[config.mk]
export PLATFORM = sky130hd
export DESIGN_NAME = tws_master
export DESIGN_NICKNAME = d
export VERILOG_FILES = /design/src/tws_pkg.sv /design/src/tws_master.sv
export SDC_FILE = /design/constraint.sdc
export NUM_CORES = 1
export LEC_CHECK = 0
export BUFFER_PORTS_ARGS = -buffer_cell sky130_fd_sc_hd__buf_2
export CAP_MARGIN = 20
export CORE_MARGIN = 2
export CORE_UTILIZATION = 55
export CTS_CLUSTER_DIAMETER = 80
export DETAILED_ROUTE_END_ITERATION = 10
export MAX_ROUTING_LAYER = met4
export PLACE_DENSITY_LB_ADDON = 0.15
export SLEW_MARGIN = 20
export SYNTH_ARGS = -nofsm -noshare
export SYNTH_HDL_FRONTEND = slang
export SYNTH_SLANG_ARGS = --single-unit
[constraint.sdc]
create_clock -name core_clk -period 4.1 [get_ports core_clk]
set_input_delay 0.82 -clock core_clk [delete_from_list [all_inputs] [get_ports core_clk]]
set_output_delay 0.82 -clock core_clk [all_outputs]
set_load 0.02 [all_outputs]
[src/tws_pkg.sv]
// constants and types of the two-wire serial master
package tws_pkg;
  localparam int unsigned CLK_HZ = 20_000_000;
  localparam int unsigned CLK_PERIOD_NS = 50;
  // fastest bit rate that the prescaler must reach
  localparam int unsigned MAX_RATE_BPS = 400_000;
  // half-bit count for the fastest rate: each half lasts prescale + 1 cycles
  localparam logic [15:0] PRESCALE_MAX_RATE =
    16'((CLK_HZ / (2 * MAX_RATE_BPS)) - 1);
  localparam int unsigned PRESCALE_W = 16;
  localparam int unsigned BYTE_W = 8;
  // index of the acknowledge slot after eight data bits
  localparam logic [3:0] ACK_SLOT = 4'h8;
  localparam int unsigned RXBUF_DEPTH = 2;
  localparam logic [1:0] RXBUF_FULL = 2'h2;
  // bus line pair order inside sampled vectors
  localparam int unsigned LN_SCL = 1;
  localparam int unsigned LN_SDA = 0;

  typedef enum logic [4:0] {
    ST_IDLE  = 5'h01,
    ST_START = 5'h02,
    ST_BIT   = 5'h04,
    ST_STOP  = 5'h08,
    ST_SPARE = 5'h10
  } tws_state_t;

  typedef struct packed {
    tws_state_t state;
    logic [1:0] ph;
    logic [15:0] tmr;
    logic [3:0] bitn;
    logic [7:0] sh;
    logic c_sta;
    logic c_sto;
    logic c_rd;
    logic c_wr;
    logic c_ack;
    logic scl_oe;
    logic sda_oe;
    logic [1:0] sync1;
    logic [1:0] sync2;
    logic [1:0] prev;
    logic busy;
    logic done;
    logic irq;
    logic rx_ack;
    logic tip;
    logic [1:0][7:0] mem;
    logic wp;
    logic rp;
    logic [1:0] cnt;
  } tws_regs_t;

  localparam tws_regs_t REGS_RST = '{
    state: ST_IDLE, ph: 2'h0, tmr: 16'h0000, bitn: 4'h0, sh: 8'h00,
    c_sta: 1'b0, c_sto: 1'b0, c_rd: 1'b0, c_wr: 1'b0, c_ack: 1'b0,
    scl_oe: 1'b0, sda_oe: 1'b0, sync1: 2'h3, sync2: 2'h3, prev: 2'h3,
    busy: 1'b0, done: 1'b0, irq: 1'b0, rx_ack: 1'b0, tip: 1'b0,
    mem: 16'h0000, wp: 1'b0, rp: 1'b0, cnt: 2'h0};
endpackage

[src/tws_master.sv]
// byte-level two-wire serial master with a two-entry receive buffer
`timescale 1ns/1ps
`default_nettype none

module tws_master (
  // clock, reset, clock enable
  input wire logic core_clk,
  input wire logic resetn,
  input wire logic ce,
  // configuration
  input wire logic enable,
  input wire logic [15:0] prescale,
  input wire logic irq_en,
  // command
  input wire logic cmd_valid,
  output logic cmd_ready,
  input wire logic cmd_start,
  input wire logic cmd_stop,
  input wire logic cmd_read,
  input wire logic cmd_write,
  input wire logic cmd_ack,
  input wire logic [7:0] tx_byte,
  // status
  input wire logic done_clr,
  output logic done_flag,
  output logic irq,
  output logic tip,
  output logic rx_ack,
  output logic bus_busy,
  // received bytes
  output logic rx_valid,
  input wire logic rx_ready,
  output logic [7:0] rx_data,
  // bus pins
  input wire logic serial_clock_line_i,
  output logic serial_clock_line_o,
  output logic serial_clock_line_oe,
  input wire logic serial_data_line_i,
  output logic serial_data_line_o,
  output logic serial_data_line_oe
);
  tws_pkg::tws_regs_t regs_ff;
  tws_pkg::tws_regs_t nxt_regs;
  logic scl_hi;
  logic sda_hi;
  logic tick;
  logic push;
  logic pop;
  logic finish;

  function automatic logic [1:0] bump(input logic [1:0] c,
                                      input logic up,
                                      input logic down);
    bump = c + {1'b0, up} - {1'b0, down};
  endfunction

  assign scl_hi = regs_ff.sync2[tws_pkg::LN_SCL];
  assign sda_hi = regs_ff.sync2[tws_pkg::LN_SDA];
  assign tick = (regs_ff.tmr == 16'h0000);
  assign pop = rx_valid && rx_ready;
  assign cmd_ready = enable && regs_ff.state == tws_pkg::ST_IDLE &&
                     regs_ff.cnt != tws_pkg::RXBUF_FULL;

  always_comb begin
    nxt_regs = regs_ff;
    push = 1'b0;
    finish = 1'b0;
    nxt_regs.sync1 = {serial_clock_line_i, serial_data_line_i};
    nxt_regs.sync2 = regs_ff.sync1;
    nxt_regs.prev = regs_ff.sync2;
    nxt_regs.irq = 1'b0;
    // start by anyone: data falls with clock high; stop: data rises
    if (regs_ff.prev[tws_pkg::LN_SCL] && scl_hi &&
        regs_ff.prev[tws_pkg::LN_SDA] && !sda_hi) begin
      nxt_regs.busy = 1'b1;
    end else if (regs_ff.prev[tws_pkg::LN_SCL] && scl_hi &&
                 !regs_ff.prev[tws_pkg::LN_SDA] && sda_hi) begin
      nxt_regs.busy = 1'b0;
    end
    if (done_clr) begin
      nxt_regs.done = 1'b0;
    end
    if (!tick) begin
      nxt_regs.tmr = regs_ff.tmr - 16'h0001;
    end
    unique case (regs_ff.state)
      tws_pkg::ST_IDLE: begin
        // only own commands move the lines: no slave behaviour
        if (cmd_valid && cmd_ready) begin
          nxt_regs.c_sta = cmd_start;
          nxt_regs.c_sto = cmd_stop;
          nxt_regs.c_rd = cmd_read;
          nxt_regs.c_wr = cmd_write;
          nxt_regs.c_ack = cmd_ack;
          nxt_regs.sh = tx_byte;
          nxt_regs.bitn = 4'h0;
          nxt_regs.ph = 2'h0;
          nxt_regs.tmr = prescale;
          nxt_regs.tip = 1'b1;
          if (cmd_start) begin
            nxt_regs.state = tws_pkg::ST_START;
          end else if (cmd_read || cmd_write) begin
            nxt_regs.state = tws_pkg::ST_BIT;
          end else if (cmd_stop) begin
            nxt_regs.state = tws_pkg::ST_STOP;
          end else begin
            finish = 1'b1;
          end
        end
      end
      tws_pkg::ST_START: begin
        unique case (regs_ff.ph)
          2'h0: begin
            // release both lines, also for a repeated start
            nxt_regs.sda_oe = 1'b0;
            nxt_regs.scl_oe = 1'b0;
            if (tick) begin
              nxt_regs.ph = 2'h1;
              nxt_regs.tmr = prescale;
            end
          end
          2'h1: begin
            if (!scl_hi) begin
              nxt_regs.tmr = prescale;
            end else if (tick) begin
              nxt_regs.sda_oe = 1'b1;
              nxt_regs.ph = 2'h2;
              nxt_regs.tmr = prescale;
            end
          end
          default: begin
            if (tick) begin
              nxt_regs.scl_oe = 1'b1;
              nxt_regs.ph = 2'h0;
              nxt_regs.tmr = prescale;
              nxt_regs.state = (regs_ff.c_rd || regs_ff.c_wr) ?
                               tws_pkg::ST_BIT : tws_pkg::ST_STOP;
            end
          end
        endcase
      end
      tws_pkg::ST_BIT: begin
        if (regs_ff.ph == 2'h0) begin
          nxt_regs.scl_oe = 1'b1;
          if (regs_ff.bitn != tws_pkg::ACK_SLOT) begin
            nxt_regs.sda_oe = regs_ff.c_wr && !regs_ff.sh[7];
          end else begin
            nxt_regs.sda_oe = regs_ff.c_rd && !regs_ff.c_ack;
          end
          if (tick) begin
            nxt_regs.ph = 2'h1;
            nxt_regs.tmr = prescale;
          end
        end else begin
          nxt_regs.scl_oe = 1'b0;
          if (!scl_hi) begin
            nxt_regs.tmr = prescale;
          end else if (tick) begin
            nxt_regs.scl_oe = 1'b1;
            nxt_regs.ph = 2'h0;
            nxt_regs.tmr = prescale;
            if (regs_ff.bitn != tws_pkg::ACK_SLOT) begin
              nxt_regs.sh = {regs_ff.sh[6:0], sda_hi};
              nxt_regs.bitn = regs_ff.bitn + 4'h1;
            end else begin
              nxt_regs.rx_ack = sda_hi;
              push = regs_ff.c_rd;
              if (regs_ff.c_sto) begin
                nxt_regs.state = tws_pkg::ST_STOP;
              end else begin
                finish = 1'b1;
              end
            end
          end
        end
      end
      tws_pkg::ST_STOP: begin
        unique case (regs_ff.ph)
          2'h0: begin
            nxt_regs.scl_oe = 1'b1;
            nxt_regs.sda_oe = 1'b1;
            if (tick) begin
              nxt_regs.ph = 2'h1;
              nxt_regs.tmr = prescale;
            end
          end
          2'h1: begin
            nxt_regs.scl_oe = 1'b0;
            if (!scl_hi) begin
              nxt_regs.tmr = prescale;
            end else if (tick) begin
              nxt_regs.ph = 2'h2;
              nxt_regs.tmr = prescale;
            end
          end
          default: begin
            nxt_regs.sda_oe = 1'b0;
            if (tick) begin
              finish = 1'b1;
            end
          end
        endcase
      end
      default: begin
        nxt_regs.state = tws_pkg::ST_IDLE;
      end
    endcase
    if (push) begin
      nxt_regs.mem[regs_ff.wp] = nxt_regs.sh;
      nxt_regs.wp = !regs_ff.wp;
    end
    if (pop) begin
      nxt_regs.rp = !regs_ff.rp;
    end
    nxt_regs.cnt = bump(regs_ff.cnt, push, pop);
    if (finish) begin
      nxt_regs.state = tws_pkg::ST_IDLE;
      nxt_regs.tip = 1'b0;
      nxt_regs.c_sta = 1'b0;
      nxt_regs.c_sto = 1'b0;
      nxt_regs.c_rd = 1'b0;
      nxt_regs.c_wr = 1'b0;
      nxt_regs.c_ack = 1'b0;
      nxt_regs.done = 1'b1;
      nxt_regs.irq = irq_en;
    end
    // disabled: give the pins back and abandon any transfer
    if (!enable) begin
      nxt_regs.scl_oe = 1'b0;
      nxt_regs.sda_oe = 1'b0;
      nxt_regs.state = tws_pkg::ST_IDLE;
      nxt_regs.tip = 1'b0;
      nxt_regs.ph = 2'h0;
    end
  end

  always_ff @(posedge core_clk or negedge resetn) begin
    if (!resetn) begin
      regs_ff <= tws_pkg::REGS_RST;
    end else if (ce) begin
      regs_ff <= nxt_regs;
    end
  end

  // lines are only ever pulled low
  assign serial_clock_line_o = 1'b0;
  assign serial_data_line_o = 1'b0;
  assign serial_clock_line_oe = regs_ff.scl_oe;
  assign serial_data_line_oe = regs_ff.sda_oe;
  assign done_flag = regs_ff.done;
  assign irq = regs_ff.irq;
  assign tip = regs_ff.tip;
  assign rx_ack = regs_ff.rx_ack;
  assign bus_busy = regs_ff.busy;
  assign rx_valid = regs_ff.cnt != 2'h0;
  assign rx_data = regs_ff.mem[regs_ff.rp];
endmodule

`default_nettype wire

## Word level (Yosys, flattened, before mapping)

Cells that the tools add are included.

| storage, ports and cells | value |
|---|---|
| bits in registers | 72 |
| bits of input ports | 39 |
| output and inout bits | 19 |
| logic and storage cells | 185 |

| operators by class | value |
|---|---|
| add/sub/neg operators | 4 |
| magnitude comparators | 3 |
| equality and inequality tests | 38 |
| muxes and demuxes | 73 |
| bitwise gates (word level) | 2 |
| reductions and logical operators | 41 |

Operators by type and width:

| kind | count |
|---|---|
| one-hot mux 18 bit (2 select lines) | 2 |
| one-hot mux 18 bit (4 select lines) | 1 |
| 2-to-1 mux 18 bit | 3 |
| != test 4 bit, second input constant | 13 |
| 2-to-1 mux 16 bit | 3 |
| 2-to-1 mux 40 bit | 1 |
| 2-to-1 mux 5 bit | 8 |
| 2-to-1 mux 12 bit | 3 |
| 2-to-1 mux 35 bit | 1 |
| 2-to-1 mux 1 bit | 29 |
| 2-to-1 mux 8 bit | 3 |
| one-hot mux 12 bit (2 select lines) | 1 |
| 2-to-1 mux 23 bit | 1 |
| AND reduction 7 bit | 3 |
| one-hot mux 5 bit (4 select lines) | 1 |
| bitwise mux 16 bit | 1 |
| logical NOT 16 bit | 1 |
| subtractor 16 x 1 -> 16 bit, second input constant | 1 |
| 2-to-1 mux 7 bit | 2 |
| logical AND 1 bit | 12 |
| 2-to-1 mux 4 bit | 3 |
| != test 3 bit, second input constant | 4 |
| != test 4 x 3 -> 1 bit, second input constant | 3 |
| nonzero test 2 bit | 6 |
| other kinds (33) | 55 |

## Longest topological paths before layout

| logic depth | value |
|---|---|
| depth in word-level cells | 8 |
| depth in mapped cells | 13 |
| mapped depth without buffers | 12 |

## Worst setup path before layout

Ideal clock, no wire load.

| timing path | value |
|---|---|
| kind | reg-to-reg |
| start point | reg regs_ff[50] (netlist name) |
| end point | reg regs_ff[12] (netlist name) |
| setup time | 0.125 ns |
| data arrival time | 2.487 ns |
| data required time | 3.975 ns |
| setup slack | 1.489 ns |
| stages on the path, launching flop included | 11 |
| path buffers | 2 |
| period minus slack after synthesis | 2.611 ns |
| cells stage by stage | dfrtp_1 > buf_6 > inv_1 > ha_1 > nor3b_2 > and4_1 > buf_2 > nand3_1 > or3_1 > nor2_4 > mux2_2 |

| between the ends | value |
|---|---|
| longest elaborated chain between the ends | 6 |
| elaborated cells on any way between the ends | 11 |
| those cells by class | 9 x mux; 2 x reduce/logical |

RTL lines:

| element | line | source |
|---|---|---|
| start, declared | tws_master.sv:42 | `tws_pkg::tws_regs_t regs_ff;` |
| start signal, assigned | tws_master.sv:239 | `regs_ff <= tws_pkg::REGS_RST;` |
| start signal, assigned | tws_master.sv:241 | `regs_ff <= nxt_regs;` |
| logical NOT 16 bit * | tws_master.sv:59 | `assign tick = (regs_ff.tmr == 16'h0000);` |
| 2-to-1 mux 35 bit or 2-to-1 mux 1 bit (tied branches) | tws_master.sv:158 | `end else if (tick) begin` |
| 2-to-1 mux 12 bit or 2-to-1 mux 1 bit (tied branches) | tws_master.sv:156 | `if (!scl_hi) begin` |
| 2-to-1 mux 12 bit or 2-to-1 mux 1 bit (tied branches) | tws_master.sv:143 | `if (regs_ff.ph == 2'h0) begin` |
| one-hot mux 12 bit (2 select lines) or 2-to-1 mux 1 bit (tied branches) | tws_master.sv:86 | `unique case (regs_ff.state)` |
| bitwise mux 16 bit or AND reduction 2 bit (tied branches) | - |  |

Every way passes the cells marked *; elsewhere a longest branch is shown, timed or not. The select of a mux whose other input is x is not followed.
A chain may end at the register's enable or synchronous reset.

## Final worst setup path

| timing path | value |
|---|---|
| start point | reg regs_ff[50] (netlist name) |
| end point | reg regs_ff[5] (netlist name) |

Same word-level chain as after synthesis.

==> impl_metrics.toml <==
[finish]
n_fill_cell = 894
nets = 783
final_cells = 880
multi_input_area_sq_um = 3700
seq_area_sq_um = 1790
drive_above_1_share = 0.192
fin_area_sq_um = 6370
areaGrowthSynthToFinish_pct = 9.58
diodes = 0

[critical_path]
crit_path_max_fanout = 10
worstPathCellList = "inv_1 -> ha_1 -> nor4b_4 -> and4_1 -> a41oi_1 -> a221o_1 -> mux2_1"
slowest_stage = "and4_1"
timing.rr.end = "regs_ff[5]"
max_stage_delay_ps = 610
crit_type = "flip-flop to flip-flop"
critical_path_required_ps = 4360
r2r_setup_slack_ps = 810
worst_ep_arrival_time_ps = 3550
critPathCaptureType = "flip-flop"
r2r-start = "regs_ff[50]"
reg2reg_depth = 7
startpoint_type = "flip-flop"

[logic_synthesis]
synth_cell_type_count = 84
synth_edf_count = 0
yosysSeqAreaShare = 0.307
netlist_instances = 714
synth_flop_cell = "dfrtp_1"
yosysWarnings = 0
synth_area_sq_um = 5810
syn_avg_cell_area_sq_um = 8.14
async_flop_share = 1.00
ys_ff_latch = 71

[clock_tree]
cts-resized-gates = 0
clock_path_buffers = 2
clkSlewWorstSetupHoldPaths_ps = 100
clkLatencyLatePin_ps = 370
cts_setup_buffers = 0
root_buffer = "clkbuf_8"
cts_sinks = 71
htree_levels = 3
cts-buffers-inserted = 9
hold_buffers = 0
cts_tree = "done"

[placed_design]
place_area_sq_um = 6160
dp_cells = 864
hpwlAfterDp_mm = 14.9
port_buffers = 55
gp_congestion = 1.03

[power_and_ir_drop]
cellLeakagePower_nw = 2.55
ir_drop_uv = 361
p_total_mw = 3.41
p_per_area_nw_per_um2 = 535

[global_routing]
grt_use_total = 0.392
grt_pass1_wl_mm = 33.6
grt_max_degree = 72
antenna_found_initial = 0
grt_pass1_vias = 6139
overflow = 0

[route]
first_iter_violations = 791
route.vias.total = 6321
dr.pass1.iters = 7
wire_per_inst_microns = 24.3
drc = 0
drt-total-wl_mm = 21.4
antenna_left = 0
avgViaCountPerCell = 7.18

[timing]
setup_violations = 0
slew_violations = 0
setup_tns_ps = 0
worstMarginPinSlew_ps = 967
post-route-period-util = 0.803
fin_skew_ps = 21.6
hold_viol = 0
max_freq_mhz = 304
finalCriticalPeriod_ps = 3290
rsz0062_at_grt = "no"
relSlewSlack = 0.356

[floorplanning]
design.core.area_sq_um = 10300
io_pins = 58
die_w_microns = 107
initial_core_util = 0.566
die_area_sq_um = 11400
rows = 37
die_y_microns = 107

[min_path]
hp-class = "flip-flop to flip-flop"
worst_hold_path.endpoint = "rx_ack"
min-delay-start = "rx_ack"
min_delay_path_depth = 1

[status]
status = "finished clean"

[run]
max_cap_violations = 0
sequential cells by signal, indices dropped and copies added (netlist names):
register / flops
done_flag: 1
nxt_regs: 4
tip: 1
serial_data_line_oe: 1
irq: 1
rx_ack: 1
serial_clock_line_oe: 1
regs_ff: 60
bus_busy: 1
cells in the mapped netlist (all sizes together), types with 7 or more instances:
master  instances  share of area
dfstp           7          0.032
nand2          63          0.041
nand3          26          0.022
clkbuf         39          0.025
a41oi           8          0.012
or3             9          0.011
dfrtp          64           0.28
inv            19          0.012
a22oi          12          0.015
o22ai           9         0.0097
nor3           27          0.024
a31oi          19          0.020
o21ai          47          0.040
buf            23          0.023
a221oi          7          0.011
nor2           55          0.037
and2           10          0.011
nor4b           7          0.015
a21oi          54          0.047
mux2           32          0.062
o211ai         11          0.014
nand4          16          0.017
nor4           10          0.015
o31ai          10          0.013
layer usage:
layer / wire length [microns] / part of all wire / GRT usage
met3: 2250 / 0.11 / 0.0669
met1: 8170 / 0.38 / 0.491
met2: 9780 / 0.46 / 0.596
met4: 1220 / 0.057 / 0.233
met5: 0 / 0 / -
logic make-up after synthesis:
| group | Yosys count | synth area share |
|---|---|---|
| other cells | 1 | 0.000645 |
| xor+xnor | 10 | 0.0151 |
| simple gates | 255 | 0.237 |
| buf+inv | 82 | 0.0609 |
| fa+ha+maj | 5 | 0.0108 |
| flops | 71 | 0.307 |
| mux | 37 | 0.0706 |
| compound gates | 253 | 0.298 |
cell type report:
| type | count | share of cell area |
|---|---|---|
| multi-input cells | 562 | 0.581 |
| flip-flops and latches | 71 | 0.280 |
| repair buffers | 75 | 0.0672 |
| well taps | 136 | 0.0267 |
| clock buffers | 10 | 0.0216 |
| clock inverters | 6 | 0.0118 |
| inverters | 20 | 0.0118 |
placed cells by master (no fill, tap or decap), types with 11 or more instances in the layout:
| cell type | count |
|---|---|
| a21oi_1 | 53 |
| a22oi_1 | 12 |
| a31oi_1 | 19 |
| buf_2 | 54 |
| buf_4 | 21 |
| dfrtp_1 | 64 |
| inv_1 | 18 |
| mux2_2 | 23 |
| nand2_1 | 63 |
| nand3_1 | 26 |
| nand4_1 | 16 |
| nor2_1 | 54 |
| nor3_1 | 26 |
| o211ai_1 | 11 |
| o21ai_0 | 33 |
| o21ai_1 | 14 |
worst max-delay path, delay by kind of cell, from the launching register on:
family | cells | cell delay (ps)
muxes | 1 | 310
DFF | 1 | 470
AOI/OAI and AO/OA | 2 | 940
adders and majority gates | 1 | 240
and+or+nand+nor | 2 | 1080
buffers and inverters | 1 | 140
metrics by stage:
stage | worst slack [ps] | hold WS (ps) | util
finish | 807 | 498 | 0.620
global route | 604 | 523 | 0.620
CTS | 907 | 499 | 0.620
detailed placement | 926 | 479 | 0.599
global placement | 1010 | 471 | 0.599
floorplan | 1490 | 460 | -
worst max path at each step:
stage	slack (ps)	startpoint	to	cells after the start
3_5_place_dp	930	regs_ff[50]	regs_ff[5]	7
6_report	810	regs_ff[50]	regs_ff[5]	7
3_3_place_gp	1010	regs_ff[50]	regs_ff[19]	8
2_1_floorplan	1490	regs_ff[50]	regs_ff[12]	10
5_1_grt	600	regs_ff[50]	regs_ff[1]	12
4_1_cts	910	regs_ff[50]	regs_ff[5]	7
power breakdown:
group	internal, mW	switching, mW	leakage (nW)	total [mW]
clock network	0.309	0.330	0.106	0.639
registers	0.883	0.361	0.875	1.24
logic	0.592	0.935	1.57	1.53
Note: power is estimated with default switching activity, not from simulation.
